$ cat config.mk
export PLATFORM = sky130hd
export DESIGN_NAME = sgx_expander
export DESIGN_NICKNAME = d
export VERILOG_FILES = /design/src/include/sgx_pkg.sv /design/src/core/sgx_expander.sv
export VERILOG_INCLUDE_DIRS = /design/src /design/src/include
export SDC_FILE = /design/constraint.sdc
export NUM_CORES = 1
export LEC_CHECK = 0
export BUFFER_PORTS_ARGS = -buffer_cell sky130_fd_sc_hd__buf_4
export CAP_MARGIN = 20
export CELL_PAD_IN_SITES_DETAIL_PLACEMENT = 1
export CELL_PAD_IN_SITES_GLOBAL_PLACEMENT = 1
export CORE_MARGIN = 3
export CORE_UTILIZATION = 30
export DETAILED_ROUTE_END_ITERATION = 6
export PLACE_DENSITY = 0.64
export SLEW_MARGIN = 10
export SYNTH_ARGS = -nofsm -noshare
export SYNTH_HDL_FRONTEND = slang
export SYNTH_SLANG_ARGS = --single-unit
$ cat constraint.sdc
create_clock -name ref_clk_i -period 3.77 [get_ports ref_clk_i]
set_input_delay 0.377 -clock ref_clk_i [delete_from_list [all_inputs] [get_ports ref_clk_i]]
set_output_delay 0.377 -clock ref_clk_i [all_outputs]
set_load 0.01 [all_outputs]
$ cat src/include/sgx_regs.svh
// Register offsets, reset values and timing counts for the GPIO expander
`ifndef SGX_REGS_SVH
`define SGX_REGS_SVH
`define SGX_SLAVE_ADDR_HI 6'h12
`define SGX_OFF_DIR0      8'h00
`define SGX_OFF_TYPE0     8'h04
`define SGX_OFF_DATA0     8'h08
`define SGX_OFF_MASK0     8'h0C
`define SGX_OFF_ISO       8'h0E
`define SGX_OFF_CHG       8'h0F
`define SGX_RST_DIR       8'h00
`define SGX_RST_TYPE      8'h00
`define SGX_RST_DATA      8'h00
`define SGX_RST_MASK      8'h00
`define SGX_RST_ISO       2'h0
`define SGX_ISO_LSB       0
`define SGX_ISO_MSB       1
`define SGX_TIMEOUT_MS    25
`define SGX_CLK_MHZ       250
`endif

$ cat src/include/sgx_pkg.sv
// Types shared by the GPIO expander
package sgx_pkg;
   typedef enum logic [3:0] {
      SGX_IDLE, SGX_ADDR, SGX_ADDR_ACK, SGX_REG, SGX_REG_ACK,
      SGX_WDATA, SGX_WDATA_ACK, SGX_RDATA, SGX_RDATA_ACK, SGX_WAIT
   } sgx_state_t;
endpackage : sgx_pkg

$ cat src/core/sgx_expander.sv
// SMBus-hosted 32-pin GPIO expander with two-branch isolation switch
`include "sgx_regs.svh"
`timescale 1ns/1ps
`default_nettype none
module sgx_expander
   import sgx_pkg::*;
#(
   parameter int         NUM_BANKS   = 4,
   parameter int         TIMEOUT_CYC = `SGX_TIMEOUT_MS * `SGX_CLK_MHZ * 1000
)(
   input  wire logic                   ref_clk_i,
   input  wire logic                   rst_i,
   input  wire logic                   addr_sel_i,
   input  wire logic                   main_serial_clk_i,
   output logic                        main_serial_clk_oe_o,
   input  wire logic                   main_serial_data_i,
   output logic                        main_serial_data_oe_o,
   input  wire logic                   branch1_clk_i,
   output logic                        branch1_clk_oe_o,
   input  wire logic                   branch1_data_i,
   output logic                        branch1_data_oe_o,
   input  wire logic                   branch2_clk_i,
   output logic                        branch2_clk_oe_o,
   input  wire logic                   branch2_data_i,
   output logic                        branch2_data_oe_o,
   input  wire logic [NUM_BANKS*8-1:0] gpio_pins_i,
   output logic      [NUM_BANKS*8-1:0] gpio_pins_o,
   output logic      [NUM_BANKS*8-1:0] gpio_pins_oe_o,
   output logic                        gpio_change_irq_n_o,
   output logic                        gpio_change_irq_n_oe_o
);
   localparam int NB = NUM_BANKS;
   localparam int NP = NUM_BANKS * 8;

   logic [7:0]    dir        [NB];
   logic [7:0]    drv_type   [NB];
   logic [7:0]    out_level  [NB];
   logic [7:0]    evt_mask   [NB];
   logic [7:0]    in_level   [NB];
   logic [7:0]    next_dir   [NB];
   logic [7:0]    next_type  [NB];
   logic [7:0]    next_out   [NB];
   logic [7:0]    next_mask  [NB];
   logic [7:0]    next_in    [NB];
   logic [NB-1:0] chg;
   logic [NB-1:0] next_chg;
   logic [1:0]    iso_sel;
   logic [1:0]    next_iso;
   logic [1:0]    iso_pend;
   logic [1:0]    next_iso_pend;
   logic          iso_apply;
   logic          next_iso_apply;
   logic [NP-1:0] sync1;
   logic [NP-1:0] sync2;
   logic [NP-1:0] pin_prev;

   // Bus sampling, own data drive on the main data pin and on the data pin of each joined branch
   logic       scl_q;
   logic       sda_q;
   logic       scl_d;
   logic       sda_d;
   logic       start_det;
   logic       stop_det;
   logic       scl_rise;
   logic       scl_fall;
   sgx_state_t state;
   sgx_state_t next_state;
   logic [3:0] bitcnt;
   logic [3:0] next_bitcnt;
   logic [7:0] shreg;
   logic [7:0] next_shreg;
   logic [7:0] reg_addr;
   logic [7:0] next_reg_addr;
   logic       is_read;
   logic       next_is_read;
   logic       have_reg;
   logic       next_have_reg;
   logic       sda_drive;
   logic       next_sda_drive;
   logic [1:0] warm;
   logic [1:0] next_warm;
   logic [31:0] tmo;
   logic [31:0] next_tmo;
   logic       wr_stb;
   logic       rd_stb;
   logic [7:0] rd_data;

   // Register decode shared by read and write paths
   function automatic logic reg_valid(input logic [7:0] a);
      reg_valid = (a < 8'(4 * NB)) || (a == `SGX_OFF_ISO)
                  || (a == `SGX_OFF_CHG);
   endfunction : reg_valid

   function automatic logic [7:0] read_reg(input logic [7:0] a,
                                           input logic [7:0] d_dir[NB],
                                           input logic [7:0] d_typ[NB],
                                           input logic [7:0] d_dat[NB],
                                           input logic [7:0] d_msk[NB],
                                           input logic [NB-1:0] c,
                                           input logic [1:0] iso);
      logic [1:0] b;
      b = a[1:0];
      read_reg = 8'h00;
      if (a == `SGX_OFF_ISO)
         read_reg = {6'h00, iso};
      else if (a == `SGX_OFF_CHG)
         read_reg = 8'(c);
      else if (a[7:2] == `SGX_OFF_DIR0 >> 2)
         read_reg = d_dir[b];
      else if (a[7:2] == `SGX_OFF_TYPE0 >> 2)
         read_reg = d_typ[b];
      else if (a[7:2] == `SGX_OFF_DATA0 >> 2)
         read_reg = d_dat[b];
      else if (a[7:2] == `SGX_OFF_MASK0 >> 2)
         read_reg = d_msk[b];
   endfunction : read_reg

   logic [7:0] data_view [NB];
   always_comb
   begin
      for (int k = 0; k < NB; k++)
         data_view[k] = (dir[k] & out_level[k]) | (~dir[k] & in_level[k]);
   end
   assign rd_data = read_reg(reg_addr, dir, drv_type, data_view, evt_mask,
                             chg, iso_sel);

   always_comb
   begin
      start_det = scl_q && scl_d && sda_d && !sda_q;
      stop_det  = scl_q && scl_d && !sda_d && sda_q;
      scl_rise  = scl_q && !scl_d;
      scl_fall  = !scl_q && scl_d;
   end

   always_comb
   begin
      next_state       = state;
      next_bitcnt      = bitcnt;
      next_shreg       = shreg;
      next_reg_addr    = reg_addr;
      next_is_read     = is_read;
      next_have_reg    = have_reg;
      next_sda_drive   = sda_drive;
      next_tmo         = (scl_q || state == SGX_IDLE) ? 32'h0 : tmo + 32'h1;
      wr_stb           = 1'b0;
      rd_stb           = 1'b0;
      if (start_det)
      begin
         next_state       = SGX_ADDR;
         next_bitcnt      = 4'h0;
         next_sda_drive   = 1'b0;
      end
      else if (stop_det || tmo >= 32'(TIMEOUT_CYC))
      begin
         // Start then stop abandons everything, as any stop does
         next_state     = SGX_IDLE;
         next_sda_drive = 1'b0;
         next_have_reg  = 1'b0;
      end
      else
         case (state)
            SGX_IDLE:
            begin
            end
            SGX_ADDR, SGX_REG, SGX_WDATA:
               if (scl_rise)
               begin
                  next_shreg  = {shreg[6:0], sda_q};
                  next_bitcnt = bitcnt + 4'h1;
               end
               else if (scl_fall && bitcnt == 4'h8)
               begin
                  next_bitcnt = 4'h0;
                  if (state == SGX_ADDR)
                  begin
                     // Only own address acks; alert address never matches
                     if (shreg[7:1] == {`SGX_SLAVE_ADDR_HI, addr_sel_i}
                         && (!shreg[0] || have_reg))
                     begin
                        next_is_read   = shreg[0];
                        next_sda_drive = 1'b1;
                        next_state     = SGX_ADDR_ACK;
                     end
                     else
                        next_state = SGX_WAIT;
                  end
                  else if (state == SGX_REG)
                  begin
                     if (reg_valid(shreg))
                     begin
                        next_reg_addr  = shreg;
                        next_have_reg  = 1'b1;
                        next_sda_drive = 1'b1;
                        next_state     = SGX_REG_ACK;
                     end
                     else
                        next_state = SGX_WAIT;
                  end
                  else
                  begin
                     wr_stb         = 1'b1;
                     next_have_reg  = 1'b0;
                     next_sda_drive = 1'b1;
                     next_state     = SGX_WDATA_ACK;
                  end
               end
            SGX_ADDR_ACK:
               if (scl_fall)
               begin
                  if (is_read)
                  begin
                     // Status clear at the very start of the data read
                     rd_stb         = 1'b1;
                     next_shreg     = rd_data;
                     next_sda_drive = !rd_data[7];
                     next_state     = SGX_RDATA;
                  end
                  else
                  begin
                     next_sda_drive = 1'b0;
                     next_state     = SGX_REG;
                  end
               end
            SGX_REG_ACK:
               if (scl_fall)
               begin
                  next_sda_drive = 1'b0;
                  next_state     = SGX_WDATA;
               end
            SGX_WDATA_ACK:
               if (scl_fall)
               begin
                  next_sda_drive = 1'b0;
                  next_state     = SGX_WAIT;
               end
            SGX_RDATA:
               if (scl_fall)
               begin
                  next_bitcnt = bitcnt + 4'h1;
                  next_shreg  = {shreg[6:0], 1'b0};
                  if (bitcnt == 4'h7)
                  begin
                     next_sda_drive = 1'b0;
                     next_have_reg  = 1'b0;
                     next_state     = SGX_WAIT;
                  end
                  else
                     next_sda_drive = !shreg[6];
               end
            SGX_WAIT:
            begin
            end
            default:
               next_state = SGX_IDLE;
         endcase
   end

   always_ff @(posedge ref_clk_i)
   begin
      if (rst_i)
      begin
         scl_q <= 1'b1;
         sda_q <= 1'b1;
         scl_d <= 1'b1;
         sda_d <= 1'b1;
         state       <= SGX_IDLE;
         bitcnt      <= 4'h0;
         shreg       <= 8'h00;
         reg_addr    <= 8'h00;
         is_read     <= 1'b0;
         have_reg    <= 1'b0;
         sda_drive   <= 1'b0;
         tmo         <= 32'h0;
      end
      else
      begin
         scl_q <= main_serial_clk_i;
         sda_q <= main_serial_data_i;
         scl_d <= scl_q;
         sda_d <= sda_q;
         state       <= next_state;
         bitcnt      <= next_bitcnt;
         shreg       <= next_shreg;
         reg_addr    <= next_reg_addr;
         is_read     <= next_is_read;
         have_reg    <= next_have_reg;
         sda_drive   <= next_sda_drive;
         tmo         <= next_tmo;
      end
   end

   // GPIO register and change logic
   always_comb
   begin
      next_iso       = iso_sel;
      next_iso_pend  = iso_pend;
      next_iso_apply = iso_apply;
      next_chg       = chg;
      next_warm      = (warm == 2'h3) ? warm : warm + 2'h1;
      for (int k = 0; k < NB; k++)
      begin
         next_dir[k]  = dir[k];
         next_type[k] = drv_type[k];
         next_out[k]  = out_level[k];
         next_mask[k] = evt_mask[k];
         // Output pins keep the last input value
         next_in[k]   = (dir[k] & in_level[k])
                        | (~dir[k] & sync2[k*8 +: 8]);
         if (rd_stb && reg_addr[7:2] == `SGX_OFF_DATA0 >> 2
             && reg_addr[1:0] == 2'(k))
            next_chg[k] = 1'b0;
         // No edges until the pin history holds real samples
         if (warm == 2'h3 && |(~dir[k] & ~evt_mask[k]
               & (sync2[k*8 +: 8] ^ pin_prev[k*8 +: 8])))
            next_chg[k] = 1'b1;
         // Isolation and status offsets overlap the mask decode
         if (wr_stb && reg_addr != `SGX_OFF_ISO && reg_addr != `SGX_OFF_CHG)
         begin
            if (reg_addr[7:2] == `SGX_OFF_DIR0 >> 2 && reg_addr[1:0] == 2'(k))
               next_dir[k] = shreg;
            if (reg_addr[7:2] == `SGX_OFF_TYPE0 >> 2
                && reg_addr[1:0] == 2'(k))
               next_type[k] = shreg;
            if (reg_addr[7:2] == `SGX_OFF_DATA0 >> 2
                && reg_addr[1:0] == 2'(k))
               next_out[k] = shreg;
            if (reg_addr[7:2] == `SGX_OFF_MASK0 >> 2
                && reg_addr[1:0] == 2'(k))
               next_mask[k] = shreg;
         end
      end
      if (wr_stb && reg_addr == `SGX_OFF_ISO)
      begin
         next_iso_pend  = shreg[`SGX_ISO_MSB:`SGX_ISO_LSB];
         next_iso_apply = 1'b1;
      end
      if (iso_apply && stop_det)
      begin
         next_iso       = iso_pend;
         next_iso_apply = 1'b0;
      end
   end

   always_ff @(posedge ref_clk_i)
   begin
      if (rst_i)
      begin
         for (int k = 0; k < NB; k++)
         begin
            dir[k]       <= `SGX_RST_DIR;
            drv_type[k]  <= `SGX_RST_TYPE;
            out_level[k] <= `SGX_RST_DATA;
            evt_mask[k]  <= `SGX_RST_MASK;
            in_level[k]  <= 8'h00;
         end
         chg       <= '0;
         iso_sel   <= `SGX_RST_ISO;
         iso_pend  <= `SGX_RST_ISO;
         iso_apply <= 1'b0;
         sync1     <= '0;
         sync2     <= '0;
         pin_prev  <= '0;
         warm      <= 2'h0;
      end
      else
      begin
         for (int k = 0; k < NB; k++)
         begin
            dir[k]       <= next_dir[k];
            drv_type[k]  <= next_type[k];
            out_level[k] <= next_out[k];
            evt_mask[k]  <= next_mask[k];
            in_level[k]  <= next_in[k];
         end
         chg       <= next_chg;
         iso_sel   <= next_iso;
         iso_pend  <= next_iso_pend;
         iso_apply <= next_iso_apply;
         sync1     <= gpio_pins_i;
         sync2     <= sync1;
         pin_prev  <= sync2;
         warm      <= next_warm;
      end
   end

   // Pin drivers: bit set in direction means output, open-drain drives low
   genvar g;
   generate
      for (g = 0; g < NP; g++)
      begin : g_pin
         assign gpio_pins_o[g]    = out_level[g/8][g%8] & ~drv_type[g/8][g%8];
         assign gpio_pins_oe_o[g] = dir[g/8][g%8]
                                    & (~drv_type[g/8][g%8]
                                       | ~out_level[g/8][g%8]);
      end
   endgenerate

   // Isolation switch: a low seen on one joined bus is driven onto others
   always_comb
   begin
      main_serial_clk_oe_o  = (iso_sel[0] && !branch1_clk_i)
                              || (iso_sel[1] && !branch2_clk_i);
      main_serial_data_oe_o = sda_drive
                              || (iso_sel[0] && !branch1_data_i)
                              || (iso_sel[1] && !branch2_data_i);
      branch1_clk_oe_o  = iso_sel[0] && (!main_serial_clk_i
                          || (iso_sel[1] && !branch2_clk_i));
      branch1_data_oe_o = iso_sel[0] && (!main_serial_data_i || sda_drive
                          || (iso_sel[1] && !branch2_data_i));
      branch2_clk_oe_o  = iso_sel[1] && (!main_serial_clk_i
                          || (iso_sel[0] && !branch1_clk_i));
      branch2_data_oe_o = iso_sel[1] && (!main_serial_data_i || sda_drive
                          || (iso_sel[0] && !branch1_data_i));
   end

   assign gpio_change_irq_n_o    = 1'b0;
   assign gpio_change_irq_n_oe_o = |chg;
endmodule : sgx_expander
`default_nettype wire

Yosys cells after proc, flatten, opt, wreduce, memory -nomap -nowiden
Memory sizes are Yosys's and may differ from the RTL's.
Cells that the tools add are included.
W data, S select, Z words.
Storage, ports and cells
  bits in registers: 266
  bits in writable memories: 64
  input bits: 41
  output and inout port bits: 72
  word-level logic and storage cells: 529
  memories: 2
Memory list
  in_level: depth 4, width 8, read ports 4, clocked after memory_dff 0, write ports 4, RTL line sgx_expander.sv:39  | logic [7:0] in_level [NB];
  out_level: depth 4, width 8, read ports 4, clocked after memory_dff 0, write ports 4, RTL line sgx_expander.sv:37  | logic [7:0] out_level [NB];
Cells by class
  add/sub/neg operators: 3
  $lt $le $gt $ge: 3
  equality and inequality tests: 51
  mux-type cells: 101
  bitwise logic cells: 218
  reductions and logical operators: 115
Operators by type and width (number)
  $mux W8: 34
  $and A8 B8 Y8: 24
  $not A1 Y1: 69
  $and A1 B1 Y1: 64
  $bmux W8 S2: 4
  $not A8 Y8: 8
  $or A8 B8 Y8: 8
  $mux W4: 14
  $logic_and A1 B1 Y1: 46
  $mux W1: 43
  $or A1 B1 Y1: 40
  $reduce_and A8 Y1: 5
  $ne A4 B4 Y1 const B: 9
  $add A32 B1 Y32 const B: 1
  $eq A8 B4 Y1 const B: 4
  $ge A32 B23 Y1 const B: 1
  $reduce_or A8 Y1: 4
  $xor A8 B8 Y8: 4
  $pmux W4 S6: 1
  $pmux W8 S3: 1
  $reduce_and A2 Y1: 12
  $ne A3 B3 Y1 const B: 7
  $eq A4 B3 Y1 const B: 5
  $ne A2 B2 Y1 const B: 9
  other kinds (33): 74

Logic depth before layout (Yosys ltp)
  depth after elaboration: 15
  gate-level depth with buffers: 10
  depth with buffers taken out: 8

Worst setup path before layout
No wires, ideal clock.
  path type: register to register
  start: reg tmo[4]
  end: reg chg[0]
  setup time: 0.132 ns
  arrival time: 2.065 ns
  data required time: 3.638 ns
  slack: 1.572 ns
  cell stages (with the launch flop): 7
  buffers on the path: 0
  clock period less this slack: 2.198 ns
  cell sequence: dfxtp_1 -> or3_1 -> o311a_1 -> o2111a_1 -> or4_4 -> o21ai_1 -> a21oi_1
Between the ends
  longest elaborated chain between the ends: 7
RTL lines
  from (decl): RTL line sgx_expander.sv:82  | logic [31:0] tmo;
  from (signal assigned): RTL line sgx_expander.sv:288  | tmo <= next_tmo;
  $ge A32 B23 Y1: RTL line sgx_expander.sv:153  | else if (stop_det || tmo >= 32'(TIMEOUT_CYC))
  $logic_or A1 B1 Y1: RTL line sgx_expander.sv:153
  $mux W1: RTL line sgx_expander.sv:153
  $mux W1: RTL line sgx_expander.sv:147  | if (start_det)
  $logic_and A1 B1 Y1 (2 in a row): RTL line sgx_expander.sv:309  | if (rd_stb && reg_addr[7:2] == `SGX_OFF_DATA0 >> 2
  $reduce_bool A2 Y1 (no source line)
  to (signal assigned): RTL line sgx_expander.sv:375  | chg <= next_chg;
  to (decl): RTL line sgx_expander.sv:45  | logic [NB-1:0] chg;
Every way passes these cells.
A chain may end at the register's enable or synchronous reset.

Worst setup path after layout
  start: reg tmo[4]
  end: reg evt_mask[24] (netlist bit)
Between the ends
  longest elaborated chain between the ends: 7
RTL lines
  $ge A32 B23 Y1: RTL line sgx_expander.sv:153
  $logic_or A1 B1 Y1: RTL line sgx_expander.sv:153
  $mux W1: RTL line sgx_expander.sv:153
  $mux W1: RTL line sgx_expander.sv:147
  $logic_and A1 B1 Y1 (no source line) (2 in a row)
  $reduce_and A2 Y1 (no source line)
  to (signal, indexed assignment): RTL line sgx_expander.sv:353  | evt_mask[k] <= `SGX_RST_MASK;
  to (signal, indexed assignment): RTL line sgx_expander.sv:372  | evt_mask[k] <= next_mask[k];
  to (decl): RTL line sgx_expander.sv:38  | logic [7:0] evt_mask [NB];
Every way passes these cells.

==> metrics.md <==
| Metric | Value |
|---|---|
| Syn_nets | 1505 |
| Slew margin rel. | 32.18% |
| Reg-to-reg endpoint | evt_mask[24] |
| Total Power | 7.689 mW |
| Switching power | 1.723 mW |
| Vias | 11.16k |
| Setup tns final | 0 ns |
| Leak Pwr | 7.095 nW |
| Reg2reg setup slack | 0.87 ns |
| Post-CTS setup buffer count | 0 |
| Critical path origin | tmo[4] |
| CP max FO | 15 |
| CTS root buf | clkbuf_16 |
| Final Max Slew Viols | 0 |
| Die Height | 224.9 um |
| Combinational share of power | 3.5% |
| Vias/cell | 5.111 |
| Worst setup path class | reg -> reg |
| 1st-iter DRT viols | 596 |
| GRT busiest layer | met2 |
| R2r startpoint | tmo[4] |
| Register bit count reported by yosys | 330 |
| Congestion Overflow GR | 0 |
| Sequential Power Share | 46.8% |
| Hold endpoint | sync1[29] |
| PortBufs | 111 |
| Most frequent cells in the layout | dfxtp_1 (328), nor2_1 (223), mux2i_1 (180) |
| RSZ-0062 raised after global routing | false |
| Status | complete, no violations |
| First-pass GRT wire length | 69670 um |
| Most common cell after layout, fill and taps aside | dfxtp_1 |
| Post-synth EDFFs | 0 |
| Clock Sinks | 330 |
| Num CTS Buffers | 39 |
| Hpwl dp | 32510 um |
| CTS tree | done |
| Setup Skew | 0.02229 ns |
| Worst Setup Start Kind | flop |
| Drt wl/cell | 21.10 um |
| Sw frac | 22.41% |
| Cell row count | 79 |
| RePlAce Congestion | 0.8582 |
| Final setup viols | 0 |
| Cells after Synth | 1459 |
| Warnings from Yosys | 0 |
| H-tree depth | 2 |
| Met3 usage | 3.387% |
| Antenna fix cells | 0 |
| Met2 Track Usage GR | 30.59% |
| Fraction of layout cells with a size suffix above 1 | 15.61% |
| Largest net degree at the start of global routing | 217 |
| Synthesized area per cell | 9.854 um^2 |
| Post-Syn Area | 0.01438 mm^2 |
| PD cells | 448.7 mW/mm^2 |
| Dominant synthesized flop cell | dfxtp_1 |
| Final hold vios | 0 |
| Die Area | 0.05058 mm^2 |
| Worst Hold Depth | 2 |
| Final nets | 1597 |
| Worst VDD drop | 0.2554 mV |
| Met1 usage | 22.95% |
| Clk buf depth | 3 |
| Worst-path clk slew | 0.06 ns |
| FMAX | 344.4 MHz |
| Antenna Nets Post-Route | 0 |
| Area grow syn2layout | 19.20% |
| Beginning of the worst hold path | gpio_pins_i[29] |
| R2R depth | 7 |
| Synth cell types | 69 |
| DRT Wirelength | 46050 um |
| Tcrit/Tclk final | 77.02% |
| IO Pins | 113 |
| CP endpoint kind | flop |
| Post-route DRC violation count | 0 |
| Pint | 5.966 mW |
| Initial antenna violation count | 0 |
| Worst Max-Slew Pin Slew | 1.016 ns |
| Clk pwr share | 49.7% |
| Seq/Total Area, Yosys | 45.95% |
| Worst EP arrival | 3.31 ns |
| Clk_lat worst skew | 0.56 ns |
| Ys async rst share | 0% |
| Drt first pass iters | 5 |
| Fin crit period | 2.904 ns |
| Req. time, crit path | 4.18 ns |
| Die W | 224.9 um |
| Core area | 0.04695 mm^2 |
| Vias in the first global route | 11.39k |
| Initial core utilization | 30.62% |
| Min-delay worst type | in -> reg |
| Max cap viols | 0 |
| GRT Total Usage | 17.88% |
kinds of logic after synthesis:
group                    share of synthesized area, %
adder cells (fa/ha/maj)                        0.4352
AND/OR/NAND/NOR                                 22.07
other                                         0.02608
AO/OA/AOI/OAI                                   7.998
buffers and inverters                           3.107
XOR/XNOR                                        3.412
flip-flops                                      45.95
multiplexers                                    17.00
final cells by class:
cell class / instances / area [um^2]
Tap cell: 607 / 759.5
Clock buffer: 55 / 1126
Sequential cell: 330 / 6609
Timing Repair Buffer: 131 / 1036
Inverter: 24 / 90.09
Multi-Input combinational cell: 1025 / 7338
Fill cell: 5280 / 29810
Clock inverter: 11 / 177.7
cell usage after synthesis (6+ instances only):
cell,instances,area [um^2]
mux2i_1,180,1802
and2_1,6,37.54
nand4_2,7,87.58
xnor2_1,40,350.3
a31oi_1,6,37.54
clkbuf_1,53,198.9
inv_1,23,86.33
a21oi_1,35,175.2
nand2_1,40,150.1
nand3_1,19,95.09
nand2b_1,8,50.05
dfxtp_1,330,6606
nor2b_1,154,963.4
and3_1,10,62.56
a211oi_1,11,82.58
a311oi_1,6,52.55
nor3b_1,8,60.06
buf_2,12,60.06
nand4_1,9,56.30
a21boi_0,34,255.2
buf_1,7,26.28
nor2_1,223,837.1
nand4_4,8,170.2
mux4_2,28,630.6
or4_1,9,67.56
o21ai_0,33,165.2
nor4_1,7,43.79
xor2_1,16,140.1
nor3_1,45,225.2
or3_1,11,68.82
what timing repair did:
item / CTS / global route
endpoints found under the hold margin: 5 / 0
resized for setup: 0 / 0
hold buffers: 5 / 0
critical path, stage by stage (launching register included):
cell	delay, ns
dfxtp_1	0.37
or3_1	0.38
o311a_1	0.34
o2111ai_4	0.65
buf_4	0.29
nand4_2	0.35
mux2i_1	0.30
nor2_1	0.07
power by group through the flow:
stage               registers [mW]  logic [mW]  clock network, mW
global placement              3.67       0.263                  0
finish                        3.60       0.268               3.82
CTS                           3.60       0.272               3.93
detailed placement            3.67       0.267                  0
floorplan                     3.65       0.174                  0
global route                  3.60       0.297               4.07
stage by stage:
step	hold WS [ns]	worst slack [ns]	utilization, %	area, um^2	instances
floorplan	0.4138	1.572	-	14380	1459
global placement	0.4186	0.9365	33.56	15760	2111
detailed placement	0.4275	0.8571	33.56	15760	2111
CTS	0.0008969	0.8551	36.44	17110	2182
global route	0.01073	0.6843	36.50	17140	2183
finish	0.03102	0.8664	36.50	17140	2183
per-layer routing:
layer  up-vias  part of all wire [%]
li1       5260                     -
met2       231                    48
met5         -                     0
met3        84                   4.6
met1      5583                    44
met4         0                   2.7
worst max-delay path by stage:
stage,endpoint,slack (ns),cells past startpoint
floorplan,chg[0],1.57,6
global placement,drv_type[5],0.94,6
detailed placement,drv_type[7],0.86,6
CTS,evt_mask[24],0.86,7
global route,evt_mask[24],0.68,7
finish,evt_mask[24],0.87,7
(Power assumes the default switching activity.)
